### src/shared/rsc_pkg.sv
// Operation
// - master reset from pin, supply monitor or watchdog
// - master reset clears all but the RAMs and programming entry state
// - reset pin synchronised, async assert, clocked release
// - all ten pins inputs during master reset
// - radio held powered down during master reset
// - pins stay inputs until software changes them
// - pull-ups on by reset, software may disable
// - long reset hold opens programming command acceptance
// - programming mode only after unlock command
// - slave-output pin input until unlock command seen
// - normal mode: radio, converter powered by software
// - sleep keeps only RAMs, supply monitor, timer
// - wake pin wakes, polarity chosen by software
// - leave sleep on timer, reset pin, power cycle
// - supply monitor always on, low power in sleep
// - wake-up timer period 1 to 256 seconds
// - wake pin is level sensitive only
// - wait oscillator start-up before running again; a wake through master reset runs once master reset ends
package rsc_pkg;

  // register byte offsets on the wishbone slave
  localparam logic [7:0] REG_CTRL = 8'h00;
  localparam logic [7:0] REG_WUT_PERIOD = 8'h04;
  localparam logic [7:0] REG_PIN_DIR = 8'h08;
  localparam logic [7:0] REG_PULLUP = 8'h0c;
  localparam logic [7:0] REG_STATUS = 8'h10;

  // control register fields
  localparam int CTRL_SLEEP_BIT = 0;
  localparam int CTRL_FIELD_LSB = 1;
  localparam int CTRL_FIELD_W = 5;

  // pin counts of the two general-purpose ports
  localparam int TWO_BIT_PORT_W = 2;
  localparam int EIGHT_BIT_PORT_W = 8;
  localparam int PIN_W = TWO_BIT_PORT_W + EIGHT_BIT_PORT_W;

  // reset values
  localparam logic [PIN_W-1:0] PIN_DIR_RST = 10'h000;
  localparam logic [PIN_W-1:0] PULLUP_RST = 10'h3ff;
  localparam logic [7:0] WUT_PERIOD_RST = 8'h00;

  // timing: system clock and the times derived from it
  localparam int CLK_HZ = 25_000_000;
  localparam int SEC_CYCLES = CLK_HZ;
  localparam int OSC_STARTUP_US = 2000;
  localparam int OSC_STARTUP_CYCLES = OSC_STARTUP_US * (CLK_HZ / 1_000_000);
  localparam int PROG_HOLD_MS = 10;
  localparam int PROG_HOLD_CYCLES = PROG_HOLD_MS * (CLK_HZ / 1000);

  // unlock opcode value is arbitrary
  localparam logic [7:0] PROG_UNLOCK_CMD = 8'ha5;

  // software controlled power and wake options, msb first
  typedef struct packed {
    logic wake_pin_en;
    logic wake_pol_high;
    logic wut_en;
    logic adc_en;
    logic rf_en;
  } rsc_ctrl_t;

  localparam rsc_ctrl_t CTRL_RST = '0;

  // power states
  typedef enum logic [1:0] {
    ST_NORMAL = 2'b00,
    ST_SLEEP = 2'b01,
    ST_OSC_WAIT = 2'b10
  } rsc_state_t;

endpackage : rsc_pkg

### src/core/rsc_pin_sync.sv
`timescale 1ns/1ps
`default_nettype none
module rsc_pin_sync
(
  // clock
  input wire logic clk_i,
  // asynchronous active low reset pin
  input wire logic pin_rst_n_i,
  // synchronised level, low while reset is held
  output logic sync_rst_n_o
);

  logic meta_r;
  logic sync_r;

  // asserts at once, releases after two edges so release never meets setup
  always_ff @(posedge clk_i or negedge pin_rst_n_i)
  begin
    if (!pin_rst_n_i)
    begin
      meta_r <= 1'b0;
      sync_r <= 1'b0;
    end
    else
    begin
      meta_r <= 1'b1;
      sync_r <= meta_r;
    end
  end

  assign sync_rst_n_o = sync_r;

endmodule : rsc_pin_sync
`default_nettype wire

### src/core/rsc_wake_timer.sv
`timescale 1ns/1ps
`default_nettype none
module rsc_wake_timer
#(
  parameter int SEC_CYCLES = rsc_pkg::SEC_CYCLES
)
(
  // clock and reset
  input wire logic clk_i,
  input wire logic rst_i,
  // control
  input wire logic run_i,
  input wire logic [7:0] period_i,
  // one-cycle pulse when the period has run out
  output logic expire_o
);

  generate
    if (SEC_CYCLES < 2)
    begin : g_bad
      $error("rsc_wake_timer: SEC_CYCLES must be at least 2");
    end
  endgenerate

  logic [31:0] pre_r;
  logic [31:0] pre_nxt;
  logic [7:0] sec_r;
  logic [7:0] sec_nxt;
  logic expire_r;
  logic expire_nxt;

  // prescaler to whole seconds, counted seconds compare against period
  always_comb
  begin
    pre_nxt = pre_r;
    sec_nxt = sec_r;
    expire_nxt = 1'b0;
    if (!run_i)
    begin
      pre_nxt = '0;
      sec_nxt = '0;
    end
    else if (pre_r == 32'(SEC_CYCLES - 1))
    begin
      pre_nxt = '0;
      if (sec_r == period_i) // period field holds seconds minus one
      begin
        expire_nxt = 1'b1;
        sec_nxt = '0;
      end
      else
        sec_nxt = sec_r + 8'h01;
    end
    else
      pre_nxt = pre_r + 32'h1;
  end

  always_ff @(posedge clk_i)
  begin
    if (rst_i)
    begin
      pre_r <= '0;
      sec_r <= '0;
      expire_r <= 1'b0;
    end
    else
    begin
      pre_r <= pre_nxt;
      sec_r <= sec_nxt;
      expire_r <= expire_nxt;
    end
  end

  assign expire_o = expire_r;

endmodule : rsc_wake_timer
`default_nettype wire

### src/core/rsc_top.sv
`timescale 1ns/1ps
`default_nettype none
module rsc_top
#(
  parameter int SEC_CYCLES = rsc_pkg::SEC_CYCLES,
  parameter int OSC_STARTUP_CYCLES = rsc_pkg::OSC_STARTUP_CYCLES,
  parameter int PROG_HOLD_CYCLES = rsc_pkg::PROG_HOLD_CYCLES,
  parameter logic [7:0] PROG_UNLOCK_CMD = rsc_pkg::PROG_UNLOCK_CMD
)
(
  // clock and system reset
  input wire logic clk_i,
  input wire logic rst_i,
  // reset sources
  input wire logic ext_rst_n_i,
  input wire logic bod_low_i,
  input wire logic wdt_timeout_i,
  // classic wishbone slave
  input wire logic wb_cyc_i,
  input wire logic wb_stb_i,
  input wire logic wb_we_i,
  input wire logic [7:0] wb_adr_i,
  input wire logic [3:0] wb_sel_i,
  input wire logic [31:0] wb_dat_i,
  output logic [31:0] wb_dat_o,
  output logic wb_ack_o,
  // wake source
  input wire logic wake_interrupt_pin_i,
  // programming path from the serial slave
  input wire logic spi_byte_valid_i,
  input wire logic [7:0] spi_byte_i,
  input wire logic spi_miso_drive_i,
  output logic spi_miso_oe_o,
  output logic prog_accept_o,
  output logic prog_mode_o,
  // general-purpose pin control
  output logic [rsc_pkg::TWO_BIT_PORT_W-1:0] two_bit_pin_port_oe_o,
  output logic [rsc_pkg::EIGHT_BIT_PORT_W-1:0] eight_bit_pin_port_oe_o,
  output logic [rsc_pkg::PIN_W-1:0] pin_pullup_en_o,
  // power and reset controls
  output logic master_rst_o,
  output logic cpu_run_o,
  output logic osc_en_o,
  output logic rf_pwr_en_o,
  output logic adc_pwr_en_o,
  output logic wut_pwr_en_o,
  output logic bod_low_power_o
);

  localparam int PW = rsc_pkg::PIN_W;

  generate
    if (OSC_STARTUP_CYCLES < 1 || PROG_HOLD_CYCLES < 1)
    begin : g_bad
      $error("rsc_top: timing counts must be at least 1");
    end
  endgenerate

  // byte-lane merge for a wishbone write
  function automatic logic [31:0] wb_merge(input logic [31:0] old_v,
                                           input logic [31:0] new_v,
                                           input logic [3:0] sel);
    logic [31:0] res;
    res = old_v;
    for (int i = 0; i < 4; i++)
    begin
      if (sel[i])
        res[i*8 +: 8] = new_v[i*8 +: 8];
    end
    return res;
  endfunction : wb_merge

  logic pin_rst_n;
  logic master_rst;
  logic wut_expire;

  // reset pin synchroniser: asserts immediately, releases on the clock
  rsc_pin_sync u_pin_sync
  (
    .clk_i(clk_i),
    .pin_rst_n_i(ext_rst_n_i),
    .sync_rst_n_o(pin_rst_n)
  );

  // any source holds the chip in master reset; RAMs never see this line
  assign master_rst = rst_i | ~pin_rst_n | bod_low_i | wdt_timeout_i;

  // software state: control, timer period, pin direction, pull-ups
  rsc_pkg::rsc_ctrl_t ctrl_r;
  rsc_pkg::rsc_ctrl_t ctrl_nxt;
  logic [7:0] wut_period_r;
  logic [7:0] wut_period_nxt;
  logic [PW-1:0] pin_dir_r;
  logic [PW-1:0] pin_dir_nxt;
  logic [PW-1:0] pullup_r;
  logic [PW-1:0] pullup_nxt;
  logic sleep_req;
  logic ack_r;
  logic ack_nxt;
  logic [31:0] rdat_r;
  logic [31:0] rdat_nxt;
  rsc_pkg::rsc_state_t state_r;
  rsc_pkg::rsc_state_t state_nxt;
  logic prog_accept_r;
  logic prog_unlock_r;

  logic wb_req;
  logic wb_wr;
  logic [31:0] wr_word;

  assign wb_req = wb_cyc_i & wb_stb_i & ~ack_r;
  assign wb_wr = wb_req & wb_we_i;

  // bus decode; ack one cycle after the request, unmapped reads give zero
  always_comb
  begin
    ctrl_nxt = ctrl_r;
    wut_period_nxt = wut_period_r;
    pin_dir_nxt = pin_dir_r;
    pullup_nxt = pullup_r;
    sleep_req = 1'b0;
    ack_nxt = wb_req;
    rdat_nxt = rdat_r;
    wr_word = '0;
    if (wb_req && wb_adr_i == rsc_pkg::REG_CTRL)
    begin
      wr_word = wb_merge({26'h0, ctrl_r, 1'b0}, wb_dat_i, wb_sel_i);
      if (wb_wr)
      begin
        ctrl_nxt = rsc_pkg::rsc_ctrl_t'(wr_word[rsc_pkg::CTRL_FIELD_LSB +: rsc_pkg::CTRL_FIELD_W]);
        sleep_req = wr_word[rsc_pkg::CTRL_SLEEP_BIT];
      end
      rdat_nxt = {26'h0, ctrl_r, 1'b0};
    end
    else if (wb_req && wb_adr_i == rsc_pkg::REG_WUT_PERIOD)
    begin
      wr_word = wb_merge({24'h0, wut_period_r}, wb_dat_i, wb_sel_i);
      if (wb_wr)
        wut_period_nxt = wr_word[7:0];
      rdat_nxt = {24'h0, wut_period_r};
    end
    else if (wb_req && wb_adr_i == rsc_pkg::REG_PIN_DIR)
    begin
      wr_word = wb_merge({22'h0, pin_dir_r}, wb_dat_i, wb_sel_i);
      if (wb_wr)
        pin_dir_nxt = wr_word[PW-1:0];
      rdat_nxt = {22'h0, pin_dir_r};
    end
    else if (wb_req && wb_adr_i == rsc_pkg::REG_PULLUP)
    begin
      wr_word = wb_merge({22'h0, pullup_r}, wb_dat_i, wb_sel_i);
      if (wb_wr)
        pullup_nxt = wr_word[PW-1:0];
      rdat_nxt = {22'h0, pullup_r};
    end
    else if (wb_req && wb_adr_i == rsc_pkg::REG_STATUS)
      rdat_nxt = {27'h0, wake_interrupt_pin_i, prog_unlock_r, prog_accept_r, state_r};
    else if (wb_req)
      rdat_nxt = '0;
  end

  // every software-written register returns to its reset value on master reset
  always_ff @(posedge clk_i)
  begin
    if (master_rst)
    begin
      ctrl_r <= rsc_pkg::CTRL_RST;
      wut_period_r <= rsc_pkg::WUT_PERIOD_RST;
      pin_dir_r <= rsc_pkg::PIN_DIR_RST;
      pullup_r <= rsc_pkg::PULLUP_RST;
      ack_r <= 1'b0;
      rdat_r <= '0;
    end
    else
    begin
      ctrl_r <= ctrl_nxt;
      wut_period_r <= wut_period_nxt;
      pin_dir_r <= pin_dir_nxt;
      pullup_r <= pullup_nxt;
      ack_r <= ack_nxt;
      rdat_r <= rdat_nxt;
    end
  end

  // wake-up timer only runs while asleep and enabled
  rsc_wake_timer #(.SEC_CYCLES(SEC_CYCLES)) u_wake_timer
  (
    .clk_i(clk_i),
    .rst_i(master_rst),
    .run_i(state_r == rsc_pkg::ST_SLEEP && ctrl_r.wut_en),
    .period_i(wut_period_r),
    .expire_o(wut_expire)
  );

  // wake pin compared as a level, never as an edge, so a held pin rewakes
  logic wake_pin_active;
  assign wake_pin_active = ctrl_r.wake_pin_en &
                           (wake_interrupt_pin_i == ctrl_r.wake_pol_high);

  // power state machine; reset pin and power cycle wake through master reset
  logic [31:0] osc_cnt_r;
  logic [31:0] osc_cnt_nxt;

  always_comb
  begin
    state_nxt = state_r;
    osc_cnt_nxt = osc_cnt_r;
    case (state_r)
      rsc_pkg::ST_NORMAL:
      begin
        if (sleep_req)
          state_nxt = rsc_pkg::ST_SLEEP;
      end
      rsc_pkg::ST_SLEEP:
      begin
        osc_cnt_nxt = '0;
        if (wake_pin_active || wut_expire)
          state_nxt = rsc_pkg::ST_OSC_WAIT;
      end
      rsc_pkg::ST_OSC_WAIT:
      begin
        osc_cnt_nxt = osc_cnt_r + 32'h1;
        if (osc_cnt_r == 32'(OSC_STARTUP_CYCLES - 1))
          state_nxt = rsc_pkg::ST_NORMAL;
      end
      default:
        state_nxt = rsc_pkg::ST_NORMAL;
    endcase
  end

  always_ff @(posedge clk_i)
  begin
    if (master_rst)
    begin
      state_r <= rsc_pkg::ST_NORMAL;
      osc_cnt_r <= '0;
    end
    else
    begin
      state_r <= state_nxt;
      osc_cnt_r <= osc_cnt_nxt;
    end
  end

  // programming entry survives the held reset, so only power, rst_i or releasing the pin clear it
  logic [31:0] hold_cnt_r;
  logic [31:0] hold_cnt_nxt;
  logic prog_accept_nxt;
  logic prog_unlock_nxt;

  always_comb
  begin
    hold_cnt_nxt = hold_cnt_r;
    prog_accept_nxt = prog_accept_r;
    prog_unlock_nxt = prog_unlock_r;
    if (pin_rst_n)
    begin
      hold_cnt_nxt = '0;
      prog_accept_nxt = 1'b0;
      prog_unlock_nxt = 1'b0;
    end
    else if (!prog_accept_r)
    begin
      hold_cnt_nxt = hold_cnt_r + 32'h1;
      if (hold_cnt_r == 32'(PROG_HOLD_CYCLES - 1))
        prog_accept_nxt = 1'b1;
    end
    else if (spi_byte_valid_i && spi_byte_i == PROG_UNLOCK_CMD)
      prog_unlock_nxt = 1'b1;
  end

  always_ff @(posedge clk_i)
  begin
    if (rst_i || bod_low_i)
    begin
      hold_cnt_r <= '0;
      prog_accept_r <= 1'b0;
      prog_unlock_r <= 1'b0;
    end
    else
    begin
      hold_cnt_r <= hold_cnt_nxt;
      prog_accept_r <= prog_accept_nxt;
      prog_unlock_r <= prog_unlock_nxt;
    end
  end

  // registered outputs, gated by the combined reset so safe states come first; slave output gated by rst_i and power only
  logic [PW-1:0] pin_oe_r;
  logic master_rst_r;
  logic rf_pwr_r;
  logic adc_pwr_r;
  logic cpu_run_r;
  logic osc_en_r;
  logic wut_pwr_r;
  logic bod_lp_r;
  logic miso_oe_r;

  always_ff @(posedge clk_i)
  begin
    master_rst_r <= master_rst;
    pin_oe_r <= master_rst ? '0 : pin_dir_nxt;
    rf_pwr_r <= ~master_rst & (state_nxt == rsc_pkg::ST_NORMAL) & ctrl_nxt.rf_en;
    adc_pwr_r <= ~master_rst & (state_nxt == rsc_pkg::ST_NORMAL) & ctrl_nxt.adc_en;
    cpu_run_r <= ~master_rst & (state_nxt == rsc_pkg::ST_NORMAL);
    osc_en_r <= master_rst | (state_nxt != rsc_pkg::ST_SLEEP);
    wut_pwr_r <= ~master_rst & (state_nxt == rsc_pkg::ST_SLEEP) & ctrl_nxt.wut_en;
    bod_lp_r <= ~master_rst & (state_nxt == rsc_pkg::ST_SLEEP);
    miso_oe_r <= prog_unlock_nxt & spi_miso_drive_i & ~rst_i & ~bod_low_i;
  end

  assign wb_ack_o = ack_r;
  assign wb_dat_o = rdat_r;
  assign two_bit_pin_port_oe_o = pin_oe_r[rsc_pkg::TWO_BIT_PORT_W-1:0];
  assign eight_bit_pin_port_oe_o = pin_oe_r[PW-1:rsc_pkg::TWO_BIT_PORT_W];
  assign pin_pullup_en_o = pullup_r;
  assign master_rst_o = master_rst_r;
  assign cpu_run_o = cpu_run_r;
  assign osc_en_o = osc_en_r;
  assign rf_pwr_en_o = rf_pwr_r;
  assign adc_pwr_en_o = adc_pwr_r;
  assign wut_pwr_en_o = wut_pwr_r;
  assign bod_low_power_o = bod_lp_r;
  assign spi_miso_oe_o = miso_oe_r;
  assign prog_accept_o = prog_accept_r;
  assign prog_mode_o = prog_unlock_r;

endmodule : rsc_top
`default_nettype wire

### config.mk
export PLATFORM = sky130hd
export DESIGN_NAME = rsc_top
export DESIGN_NICKNAME = d
export VERILOG_FILES = /design/src/shared/rsc_pkg.sv /design/src/core/rsc_pin_sync.sv /design/src/core/rsc_wake_timer.sv /design/src/core/rsc_top.sv
export SDC_FILE = /design/constraint.sdc
export NUM_CORES = 1
export LEC_CHECK = 0
export ABC_AREA = 1
export BUFFER_PORTS_ARGS = -buffer_cell sky130_fd_sc_hd__buf_4
export CAP_MARGIN = 0
export CORE_MARGIN = 2
export CORE_UTILIZATION = 60
export CTS_BUF_LIST = sky130_fd_sc_hd__clkbuf_8
export CTS_CLUSTER_DIAMETER = 30
export DETAILED_ROUTE_END_ITERATION = 10
export PLACE_DENSITY_LB_ADDON = 0.1
export SLEW_MARGIN = 0
export SYNTH_ARGS = -nofsm -noshare
export SYNTH_HDL_FRONTEND = slang
export SYNTH_SLANG_ARGS = --single-unit
### constraint.sdc
create_clock -name clk_i -period 2.2 [get_ports clk_i]
set_input_delay 0.11 -clock clk_i [delete_from_list [all_inputs] [get_ports clk_i]]
set_output_delay 0.11 -clock clk_i [all_outputs]
set_load 0.02 [all_outputs]
== After elaboration in Yosys (flattened, before gate mapping) ==
Cells that the tools add are included.

* Register bits after elaboration: 163
* Latch bits: 0
* RAM bits: 0
* Bits in read-only memories: 0
* Bits of input ports: 63
* Logic and storage cells: 127
* Memories kept: 0

* $add $sub $neg: 4
* Multiply operators: 0
* Div/mod/pow operators: 0
* $lt $le $gt $ge: 0
* Equality and inequality tests: 14
* Shift operators: 0
* Muxes and demuxes: 23
* Bitwise operators: 26
* Reductions and logical operators: 28

{| class="wikitable"
|+ Operator list
! kind !! number
|-
| $add 32x1->32 const B || 3
|-
| $pmux 32 s2 || 1
|-
| $mux 10 || 4
|-
| $eq 32x16->1 const B || 1
|-
| $eq 32x18->1 const B || 1
|-
| $eq 32x25->1 const B || 1
|-
| $eq 8x4->1 const B || 2
|-
| $mux 8 || 2
|-
| $and 1x1->1 || 12
|-
| $reduce_and 6->1 || 2
|-
| $not 1->1 || 10
|-
| $reduce_and 5->1 || 2
|-
| $reduce_or 3->1 || 3
|-
| $add 8x1->8 const B || 1
|-
| $eq 8x3->1 const B || 1
|-
| $eq 8x5->1 const B || 1
|-
| $eq 8x8->1 || 1
|-
| $eq 8x8->1 const B || 1
|-
| $logic_not 8->1 || 1
|-
| $mux 1 || 8
|-
| $logic_and 1x1->1 || 7
|-
| $mux 2 || 3
|-
| $mux 3 || 2
|-
| $mux 6 || 1
|-
| 16 further kinds || 24
|}

== Logic depth before layout (Yosys ltp) ==
Gate-level depths: netlist of the first run.

* Word-level depth: 10
* Mapped depth: 15
* Gate-level depth less buffers: 14

== Modules after synthesis ==
A second synthesis of the first run with hierarchy kept.

* Cells, all modules: 1406
* Area total of the unflattened synthesis: 9356.5 um^2

{| class="wikitable"
|+ By module, submodules not included
! module !! instances !! cells an instance !! area each (um^2)
|-
| rsc_top || 1 || 1021 || 6782.8
|-
| rsc_wake_timer || 1 || 382 || 2519.9
|-
| rsc_pin_sync || 1 || 3 || 53.8
|}

== Worst setup path after synthesis of the first run ==
No wires, ideal clock.

* Kind: flip-flop to flip-flop
* From: reg state_r[0]
* To: reg osc_cnt_r[4]
* Data arrival time: 1733 ps
* Data required time: 2079 ps
* Path slack: 346 ps
* Stages on the path, launching flop included: 9
* Buffers on the path: 1
* Period minus slack after synthesis: 1854 ps
* Path through: dfxtp_1 -> inv_1 -> ha_1 -> buf_2 -> clkinv_1 -> o21ai_2 -> clkinv_1 -> o21ai_0 -> a21oi_1

* Longest elaborated chain between the ends: 2
* Elaborated cells on any way between the ends: 4
* Those cells by class: 2 x eq/ne; 1 x mux; 1 x reduce/logical

{| class="wikitable"
|+ Ends and longest elaborated chain
! what !! line !! source
|-
| start, declared || rsc_top.sv:102 || <nowiki>rsc_pkg::rsc_state_t state_r;</nowiki>
|-
| start signal, assigned || rsc_top.sv:235 || <nowiki>state_r <= rsc_pkg::ST_NORMAL;</nowiki>
|-
| start signal, assigned || rsc_top.sv:240 || <nowiki>state_r <= state_nxt;</nowiki>
|-
| $eq 2x2->1 or $eq 2x1->1 (tied branches) || rsc_top.sv:208 || <nowiki>case (state_r)</nowiki>
|-
| $pmux 32 s2 or $reduce_bool 2->1 (tied branches) || - ||
|-
| end signal, assigned || rsc_top.sv:241 || <nowiki>osc_cnt_r <= osc_cnt_nxt;</nowiki>
|-
| end, declared || rsc_top.sv:201 || <nowiki>logic [31:0] osc_cnt_r;</nowiki>
|}

Several ways; a longest one is shown, not always the timed one.
A chain may end at the register's enable or synchronous reset.

== Worst setup path after layout of the first run ==
* From: reg state_r[0]
* To: reg osc_cnt_r[17]

The elaborated chain is that of the path after synthesis.

==> results of run 1 <==
[registers in the layout, indices dropped and copies added (netlist names), 2 cells and up]
name,cells
hold_cnt_r,32
osc_cnt_r,32
u_wake_timer.pre_r,32
pin_oe_r,10
pin_pullup_en_o,10
wb_dat_o,10
u_wake_timer.sec_r,8
wut_period_r,8
ctrl_r,5
state_r,2
[kinds of logic (layout without fill, tap and decap cells)]
| kind of cell | after synthesis | in the layout | share of synthesized area |
|---|---|---|---|
| and+or+nand+nor | 738 | 738 | 0.387 |
| other | 2 | 23 | 0.000847 |
| DFF | 163 | 163 | 0.369 |
| AOI/OAI and AO/OA | 180 | 180 | 0.112 |
| buffers and inverters | 214 | 316 | 0.102 |
| xor gates and xnor gates | 18 | 18 | 0.0178 |
| adders and majority gates | 8 | 8 | 0.0113 |
[layout by cell type, fill, tap and decap left out, drive strengths merged, types with 7 or more instances in the layout]
| master | synthesis | layout |
|---|---|---|
| nor3b | 7 | 7 |
| nand3 | 85 | 85 |
| o21ai | 52 | 52 |
| nand2 | 326 | 326 |
| nand4 | 48 | 48 |
| clkbuf | 10 | 18 |
| nor3 | 62 | 62 |
| ha | 8 | 8 |
| inv | 167 | 170 |
| buf | 35 | 97 |
| xnor2 | 8 | 8 |
| xor2 | 10 | 10 |
| o211ai | 8 | 8 |
| nor4 | 13 | 13 |
| conb | 2 | 23 |
| a21oi | 92 | 92 |
| dlygate4sd3 | 0 | 18 |
| clkinv | 2 | 10 |
| a211oi | 13 | 13 |
| nor2 | 183 | 183 |
| dfxtp | 161 | 161 |
[routing by layer]
layer | up-vias | GRT usage | routed length (um)
li1 | 4517 | - | -
met1 | 3962 | 0.392 | 10200
met2 | 280 | 0.451 | 10200
met3 | 38 | 0.0471 | 1260
met4 | 0 | 0.0850 | 376
met5 | - | 0 | 0
[metrics by stage]
stage               power (mW)  cell area [sq um]  instances  setup slack [ps]  utilization
finish                    5.28              10200       1630               249        0.707
detailed placement        3.22               9650       1580               171        0.667
CTS                       5.31              10200       1630               149        0.705
floorplan                 3.16               8950       1344               346            -
global placement          3.21               9650       1580               305        0.667
global route              5.45              10200       1630              18.9        0.707
[cell type report]
| class | instances | area [sq um] |
|---|---|---|
| multi-input cells | 967 | 4790 |
| fillers | 1278 | 4250 |
| flip-flops and latches | 163 | 3280 |
| repair buffers | 115 | 921 |
| inverters | 169 | 634 |
| clock buffers | 18 | 248 |
| well taps | 184 | 230 |
| clock inverters | 14 | 130 |
[power breakdown]
| group | total, mW | internal (mW) | switching (mW) |
|---|---|---|---|
| Combinational | 0.223 | 0.0899 | 0.133 |
| Clock | 2.11 | 0.935 | 1.17 |
| Sequential | 2.95 | 2.95 | 0.00277 |
[critical path: cells and delay by family, from the launching register on]
| family | cells | cell delay (ps) |
|---|---|---|
| adders and majority gates | 1 | 290 |
| buffers and inverters | 1 | 110 |
| DFF | 1 | 350 |
| and+or+nand+nor | 12 | 1130 |
[path summary, 6_finish.rpt]
path                                         from                       to  slack (ps)  depth (start not counted)
worst max-delay path                   state_r[0]            osc_cnt_r[17]         250                         14
worst min-delay path                wdt_timeout_i              pin_oe_r[8]          60                          4
worst max register to register         state_r[0]            osc_cnt_r[17]         250                         14
worst min register to register  u_pin_sync.meta_r  u_pin_sync.sync_rst_n_o         370                          0
max in group asynchronous             ext_rst_n_i  u_pin_sync.sync_rst_n_o        1590                          3
min in group asynchronous             ext_rst_n_i        u_pin_sync.meta_r         490                          3
[timing repair]
action / 4_1_cts / 5_1_grt
hold buffers: 18 / 0
setup endpoints to repair: 0 / 2
resized for setup: 0 / 4
endpoints found under the hold margin: 34 / 0
setup buffers: 0 / 0
==> impl_metrics.toml, run 1 <==
[clocking]
cts_tree = "done"
clk_path_buf_depth = 2
cts_buffers = 17
clkSlewWorstSetupHoldPaths_ps = 90
cts-root-buf = "clkbuf_8"
insertion_delay_ps = 470
h-tree-depth = 4
cts_num_sinks = 163

[synthesis]
synth_area_leaders = "dfxtp_1 36%, nand2_1 13%, inv_1 6.9%, nor2_1 6.8%, a21oi_1 5.2%"
syn-cell-area_sq_um = 8870
yosysMostFrequentCell = "nand2_1"
seq_area_frac_synth = 0.369
synth_flop_cell = "dfxtp_1"
async_flop_share = 0.0123
synth_common_cells = "314 x nand2_1, 162 x inv_1, 161 x dfxtp_1, 161 x nor2_1, 92 x a21oi_1"
avgSynthCellArea_sq_um = 6.71
synth_top_cell_by_area = "dfxtp_1"
ys_ff_latch = 163
synth_edf_count = 0
yosysWarnings = 0
synth_top_area_frac = 0.363
netlist_instances = 1323
ys_types = 50

[grt]
grt_use_total = 0.282
grt_overflow = 0
grt_max_degree = 28
grt_pass1_vias = 8028
antenna_found_initial = 0
grt_pass1_wl_um = 37300

[route]
wl_um = 22100
dr.pass1.iters = 7
vias = 8797
via_per_inst = 5.40
drtIter0Drc = 745
drc_errors = 0
ant_nets = 0
wl_per_cell_um = 13.5

[critical_path]
criticalPathCategory = "flip-flop to flip-flop"
slowest_stage = "dfxtp_2"
worstPathArrival_ps = 2350
worstPathCellList = "inv_1 -> ha_4 -> nand2_1 -> nor2_2 -> nand2_2 -> nor2_4 -> nand2_2 -> nor2_4 -> nand2_2 -> nor2_4 -> nand2_1 -> nand2_1 -> nand2_1 -> nor2_1"
required_ps = 2600
start_kind = "flip-flop"
critPathMaxStageDelay_ps = 350
crit_fanout = 4
cp_common_cell = "nand2_1"
endpoint_kind = "flip-flop"

[die]
start_util = 0.613
chipHeight_um = 126
ios = 126
die_x_um = 126
coreArea_sq_um = 14500
num_rows = 44
fp.dieArea_sq_um = 15800

[sta]
worst_slew_pin_slew_ps = 542
finalHoldViolCount = 0
fin_setup_tns_ps = 0
finalSetupViolations = 0
fin_hold_ws_ps = 61.0
min_period_ps = 1950
rsz0062_at_grt = "no"
slew_headroom = 0.636
max_freq_mhz = 513
finClkSkew_ps = 10.5
slew_viol_final = 0
period_share = 0.887

[pwr]
p_leak_nw = 3.74
power_density_nw_per_um2 = 516
vdd_drop_max_mv = 0.349

[final_layout]
drive_gt1_frac = 0.136
n_antenna_cell = 0
fin_nets = 1504
area_growth_pct = 15.3

[placement]
place_hpwl_um = 16400
numPortBuffers = 79
place_congestion = 0.955

[run_status]
status = "finished, final reports clean"

[flow_run]
maxCapViolCount = 0

[min_path]
worstHoldPathType = "input port to flip-flop"
No activity file was read; power rests on OpenSTA's default activity.
==> inputs of run 2 (changes only) <==
--- a/config.mk
+++ b/config.mk
@@ -5,11 +5,10 @@
 export SDC_FILE = /design/constraint.sdc
 export NUM_CORES = 1
 export LEC_CHECK = 0
-export ABC_AREA = 1
 export BUFFER_PORTS_ARGS = -buffer_cell sky130_fd_sc_hd__buf_4
 export CAP_MARGIN = 0
 export CORE_MARGIN = 2
-export CORE_UTILIZATION = 60
+export CORE_UTILIZATION = 58
 export CTS_BUF_LIST = sky130_fd_sc_hd__clkbuf_8
 export CTS_CLUSTER_DIAMETER = 30
 export DETAILED_ROUTE_END_ITERATION = 10
==> impl_metrics.toml, run 2 <==
[die]
start_util = 0.595
chipHeight_um = 118
die_x_um = 118
ios = 126
num_rows = 41
coreArea_sq_um = 12700
fp.dieArea_sq_um = 13900

[synthesis]
synth_top_cell_by_area = "dfxtp_1"
yosysMostFrequentCell = "dfxtp_1"
yosysWarnings = 0
synth_edf_count = 0
synth_flop_cell = "dfxtp_1"
async_flop_share = 0.0123
ys_types = 55
ys_ff_latch = 163
synth_area_leaders = "dfxtp_1 43%, nor2_1 6.1%, xnor2_1 5.9%, xor2_1 4.2%, mux2i_1 3.9%"
synth_common_cells = "161 x dfxtp_1, 123 x nor2_1, 51 x xnor2_1"
syn-cell-area_sq_um = 7540
netlist_instances = 866
synth_top_area_frac = 0.428
seq_area_frac_synth = 0.434
avgSynthCellArea_sq_um = 8.70

[clocking]
h-tree-depth = 4
insertion_delay_ps = 460
cts_buffers = 17
cts_tree = "done"
clk_path_buf_depth = 2
postCtsSetupRepairBufs = 0
cts-root-buf = "clkbuf_8"
cts_num_sinks = 163
clkSlewWorstSetupHoldPaths_ps = 80

[min_path]
whs_endpoint = "pin_pullup_en_o[8]"
worstHoldPathType = "input port to flip-flop"
hold_path_depth = 4
hp-start = "wb_sel_i[1]"

[pwr]
vdd_drop_max_mv = 0.412
power_density_nw_per_um2 = 604
finalPower_mw = 5.48
p_leak_nw = 3.36

[final_layout]
layout.area.seq_sq_um = 3270
layout_commonest_cell = "dfxtp_1"
drive_gt1_frac = 0.176
n_antenna_cell = 0
final_cell_area_sq_um = 9070
postLayoutCoreUtil = 0.716
nFillCells = 985
area_growth_pct = 20.4
multi_input_area_sq_um = 4000
largestRegisters = "hold_cnt_r x32, osc_cnt_r x32, u_wake_timer.pre_r x32"
fin_nets = 1053
final_cell_mix = "160 x dfxtp_1, 122 x nor2_1, 118 x buf_4"

[critical_path]
r2r_cells = 6
endpoint_kind = "flip-flop"
start_kind = "flip-flop"
required_ps = 2540
worstReg2RegEnd = "u_wake_timer.sec_r[4]"
r2r_slack_ps = -10
crit_fanout = 6
r2r-start = "u_wake_timer.pre_r[28]"
worstPathArrival_ps = 2550
criticalPathCategory = "flip-flop to flip-flop"

[route]
wl_um = 18100
via_per_inst = 5.67
vias = 6606
ant_nets = 0
wl_per_cell_um = 15.5
dr.pass1.iters = 5
drtIter0Drc = 428
drc_errors = 0

[sta]
slew_headroom = 0.452
slew_viol_final = 0
period_share = 1.01
max_freq_mhz = 452
min_period_ps = 2210
fin_ws_ps = -13.8
finClkSkew_ps = 13.6
finalHoldViolCount = 0
worst_slew_pin_slew_ps = 823
rsz0062_at_grt = "yes"
finalSetupViolations = 1

[placement]
placed_area_sq_um = 8440
place_congestion = 0.906
place_hpwl_um = 12800
numPortBuffers = 79

[grt]
grt_use_total = 0.267
antenna_found_initial = 0
grt_max_degree = 28
grt_overflow = 0
grt_pass1_wl_um = 30400
grt_pass1_vias = 6450

[run_status]
status = "finished, violations left"
violations = "negative setup slack"

[flow_run]
maxCapViolCount = 0
-- run 2: metal layers --
| metal | vias up | share of wire | track usage |
|---|---|---|---|
| met3 | 27 | 0.057 | 0.0673 |
| met5 | - | 0 | 0 |
| met2 | 203 | 0.47 | 0.435 |
| met1 | 3130 | 0.45 | 0.347 |
| met4 | 0 | 0.015 | 0.0873 |
| li1 | 3246 | - | - |
-- run 2: how the worst max path moves through the flow --
stage,startpoint,end,slack [ps]
3_3_place_gp,u_wake_timer.pre_r[28],u_wake_timer.pre_r[28],-20
5_1_grt,u_wake_timer.pre_r[28],u_wake_timer.sec_r[7],-90
2_1_floorplan,u_wake_timer.pre_r[28],u_wake_timer.sec_r[7],-60
4_1_cts,u_wake_timer.pre_r[28],u_wake_timer.sec_r[4],0.1
3_5_place_dp,u_wake_timer.pre_r[28],u_wake_timer.pre_r[31],-70
6_report,u_wake_timer.pre_r[28],u_wake_timer.sec_r[4],-10
-- run 2: area by class of cell --
class,instances,share of cell area
Clock inverter,13,0.0183
Sequential cell,163,0.361
Inverter,23,0.00951
Clock buffer,18,0.0273
Timing Repair Buffer,137,0.120
Multi-Input combinational cell,640,0.441
Tap cell,172,0.0237
-- run 2: what timing repair did --
action	in CTS	in global routing
setup endpoints to repair	38	60
hold endpoints to repair	40	0
hold buffers	18	0
gates resized for setup	2	8
-- run 2: kinds of logic after synthesis --
logic type	Yosys count	synth area share
other cells	2	0.000996
compound gates	90	0.0719
buf+inv	84	0.0536
fa+ha+maj	8	0.0133
simple gates	395	0.273
flops	163	0.434
xor+xnor	87	0.101
mux	37	0.0520
-- run 2: where the power goes --
| group | internal, mW | total [mW] | leakage [nW] | switching (mW) |
|---|---|---|---|---|
| Clock | 1.24 | 2.30 | 0.219 | 1.06 |
| Combinational | 0.0971 | 0.223 | 1.82 | 0.126 |
| Sequential | 2.95 | 2.95 | 1.32 | 0.00255 |
-- run 2: critical path, stage by stage, from the launching register on --
cell     delay (ps)
dfxtp_2         330
or4_1           530
or4_4           440
buf_4           170
nor4_1          390
xnor2_1         180
nor2_1           60
-- run 2: metrics by stage --
stage               std cells  hold WS [ps]  setup TNS (ps)  worst slack [ps]
floorplan                 887          -186            -723             -60.2
global placement         1117          -108            -446             -21.0
detailed placement       1117          -106           -1580             -68.9
CTS                      1166          41.5               0             0.114
global route             1166          57.2           -1170             -94.3
finish                   1166          66.0           -13.8             -13.8
==> inputs of run 3 (changes only) <==
--- a/config.mk
+++ b/config.mk
@@ -5,13 +5,13 @@
 export SDC_FILE = /design/constraint.sdc
 export NUM_CORES = 1
 export LEC_CHECK = 0
-export BUFFER_PORTS_ARGS = -buffer_cell sky130_fd_sc_hd__buf_4
 export CAP_MARGIN = 0
 export CORE_MARGIN = 2
-export CORE_UTILIZATION = 58
+export CORE_UTILIZATION = 45
 export CTS_BUF_LIST = sky130_fd_sc_hd__clkbuf_8
 export CTS_CLUSTER_DIAMETER = 30
 export DETAILED_ROUTE_END_ITERATION = 10
+export DONT_BUFFER_PORTS = 1
 export PLACE_DENSITY_LB_ADDON = 0.1
 export SLEW_MARGIN = 0
 export SYNTH_ARGS = -nofsm -noshare
==> impl_metrics.toml, run 3 (synthesis results as in run 2) <==
[pwr]
p_leak_nw = 3.08
power_density_nw_per_um2 = 610
vdd_drop_max_mv = 0.364

[grt]
grt_pass1_vias = 6100
grt_pass1_wl_um = 30100
grt_overflow = 0
grt_use_total = 0.208
antenna_found_initial = 0
grt_max_degree = 28

[sta]
slew_viol_final = 0
finalHoldViolCount = 0
finClkSkew_ps = 12.4
fin_ws_ps = -11.1
fin_setup_tns_ps = -12.6
worst_slew_pin_slew_ps = 636
min_period_ps = 2210
rsz0062_at_grt = "yes"
finalSetupViolations = 2
fin_hold_ws_ps = 20.0
max_freq_mhz = 452
period_share = 1.01
slew_headroom = 0.575

[critical_path]
r2r-start = "u_wake_timer.pre_r[28]"
crit_fanout = 8
path_buf_inv = 0
start_kind = "flip-flop"
endpoint_kind = "flip-flop"
startpoint = "u_wake_timer.pre_r[28]"
required_ps = 2600
worstPathCellList = "or4_4 -> or4_4 -> or3_4 -> or3_4 -> a21oi_2"
worstPathArrival_ps = 2610
critPathMaxStageDelay_ps = 520
criticalPathCategory = "flip-flop to flip-flop"
cp_top_family = "simple AND/OR/NAND/NOR gates"
slowest_stage = "or4_4"

[clocking]
clkSlewWorstSetupHoldPaths_ps = 90
cts-root-buf = "clkbuf_8"
clk_path_buf_depth = 2
cts_buffers = 17
insertion_delay_ps = 470
cts_tree = "done"
cts_num_sinks = 163
h-tree-depth = 4

[route]
drtIter0Drc = 292
wl_per_cell_um = 15.8
drc_errors = 0
via_per_inst = 5.50
dr.pass1.iters = 4
ant_nets = 0
vias = 6380
wl_um = 18300

[final_layout]
area_growth_pct = 16.8
layout_commonest_cell = "dfxtp_1"
n_antenna_cell = 0
drive_gt1_frac = 0.130
nFillCells = 1560
fin_nets = 997
largestRegisters = "hold_cnt_r x32, osc_cnt_r x32, u_wake_timer.pre_r x32"
final_cell_area_sq_um = 8810
final_cell_mix = "159 x dfxtp_1, 122 x nor2_1, 51 x xnor2_1"

[die]
start_util = 0.458
fp.dieArea_sq_um = 17800
chipHeight_um = 133
num_rows = 47
coreArea_sq_um = 16500
ios = 126
die_x_um = 133

[placement]
numPortBuffers = 0
place_hpwl_um = 12600
place_congestion = 0.816
placed_area_sq_um = 7950

[run_status]
status = "finished, violations left"
violations = "negative setup slack"

[min_path]
worstHoldPathType = "input port to flip-flop"
hp-start = "wb_adr_i[2]"

[flow_run]
maxCapViolCount = 0
-- run 3: worst paths after layout --
kind | endpoint | slack [ps] | cells after the start
setup / recovery | u_wake_timer.sec_r[5] | -10 | 5
hold / removal | wb_dat_o[9] | 20 | 3
max in group asynchronous | u_pin_sync.sync_rst_n_o | 1650 | 2
setup reg to reg | u_wake_timer.sec_r[5] | -10 | 5
min in group asynchronous | u_pin_sync.meta_r | 430 | 2
hold reg to reg | u_pin_sync.sync_rst_n_o | 360 | 0
-- run 3: layout make-up --
class	count	area [sq um]	share of cell area
Timing Repair Buffer	81	697	0.0791
Tap cell	220	275	0.0313
Sequential cell	163	3280	0.372
Inverter	23	86.3	0.00980
Clock inverter	14	155	0.0176
Clock buffer	18	248	0.0281
Multi-Input combinational cell	640	4070	0.462
-- run 3: report_power, final --
group / leakage, nW / internal (mW) / switching, mW
Clock: 0.188 / 1.05 / 1.20
Sequential: 1.32 / 2.95 / 0.00455
Combinational: 1.57 / 0.0641 / 0.104
-- run 3: routing by layer --
layer | track usage | vias up | wire [um]
met1 | 0.273 | 3065 | 8490
met5 | 0 | - | 0
met3 | 0.0540 | 21 | 1090
li1 | - | 3134 | -
met4 | 0.0715 | 0 | 295
met2 | 0.335 | 160 | 8390
-- run 3: stage by stage --
stage / worst slack [ps] / util / total power [mW] / cells
after floorplan: -60.2 / - / 3.15 / 887
after global placement: -84.7 / 0.483 / 3.14 / 1092
after detailed placement: -126 / 0.483 / 3.14 / 1092
after CTS: 12.9 / 0.526 / 5.42 / 1153
after global routing: -70.1 / 0.535 / 5.54 / 1159
final: -11.1 / 0.535 / 5.37 / 1159
-- run 3: worst min-delay path, delay by kind of cell --
family,cells,cell delay [ps]
mux,1,130
compound gates,1,60
simple gates,1,130
-- run 3: repair_timing --
action	4_1_cts	5_1_grt
gates resized for setup	4	21
hold endpoints to repair	48	0
cloned	0	0
endpoints found under the setup margin	43	63
hold buffers	29	0
pin swaps	0	3
buffers inserted	0	6
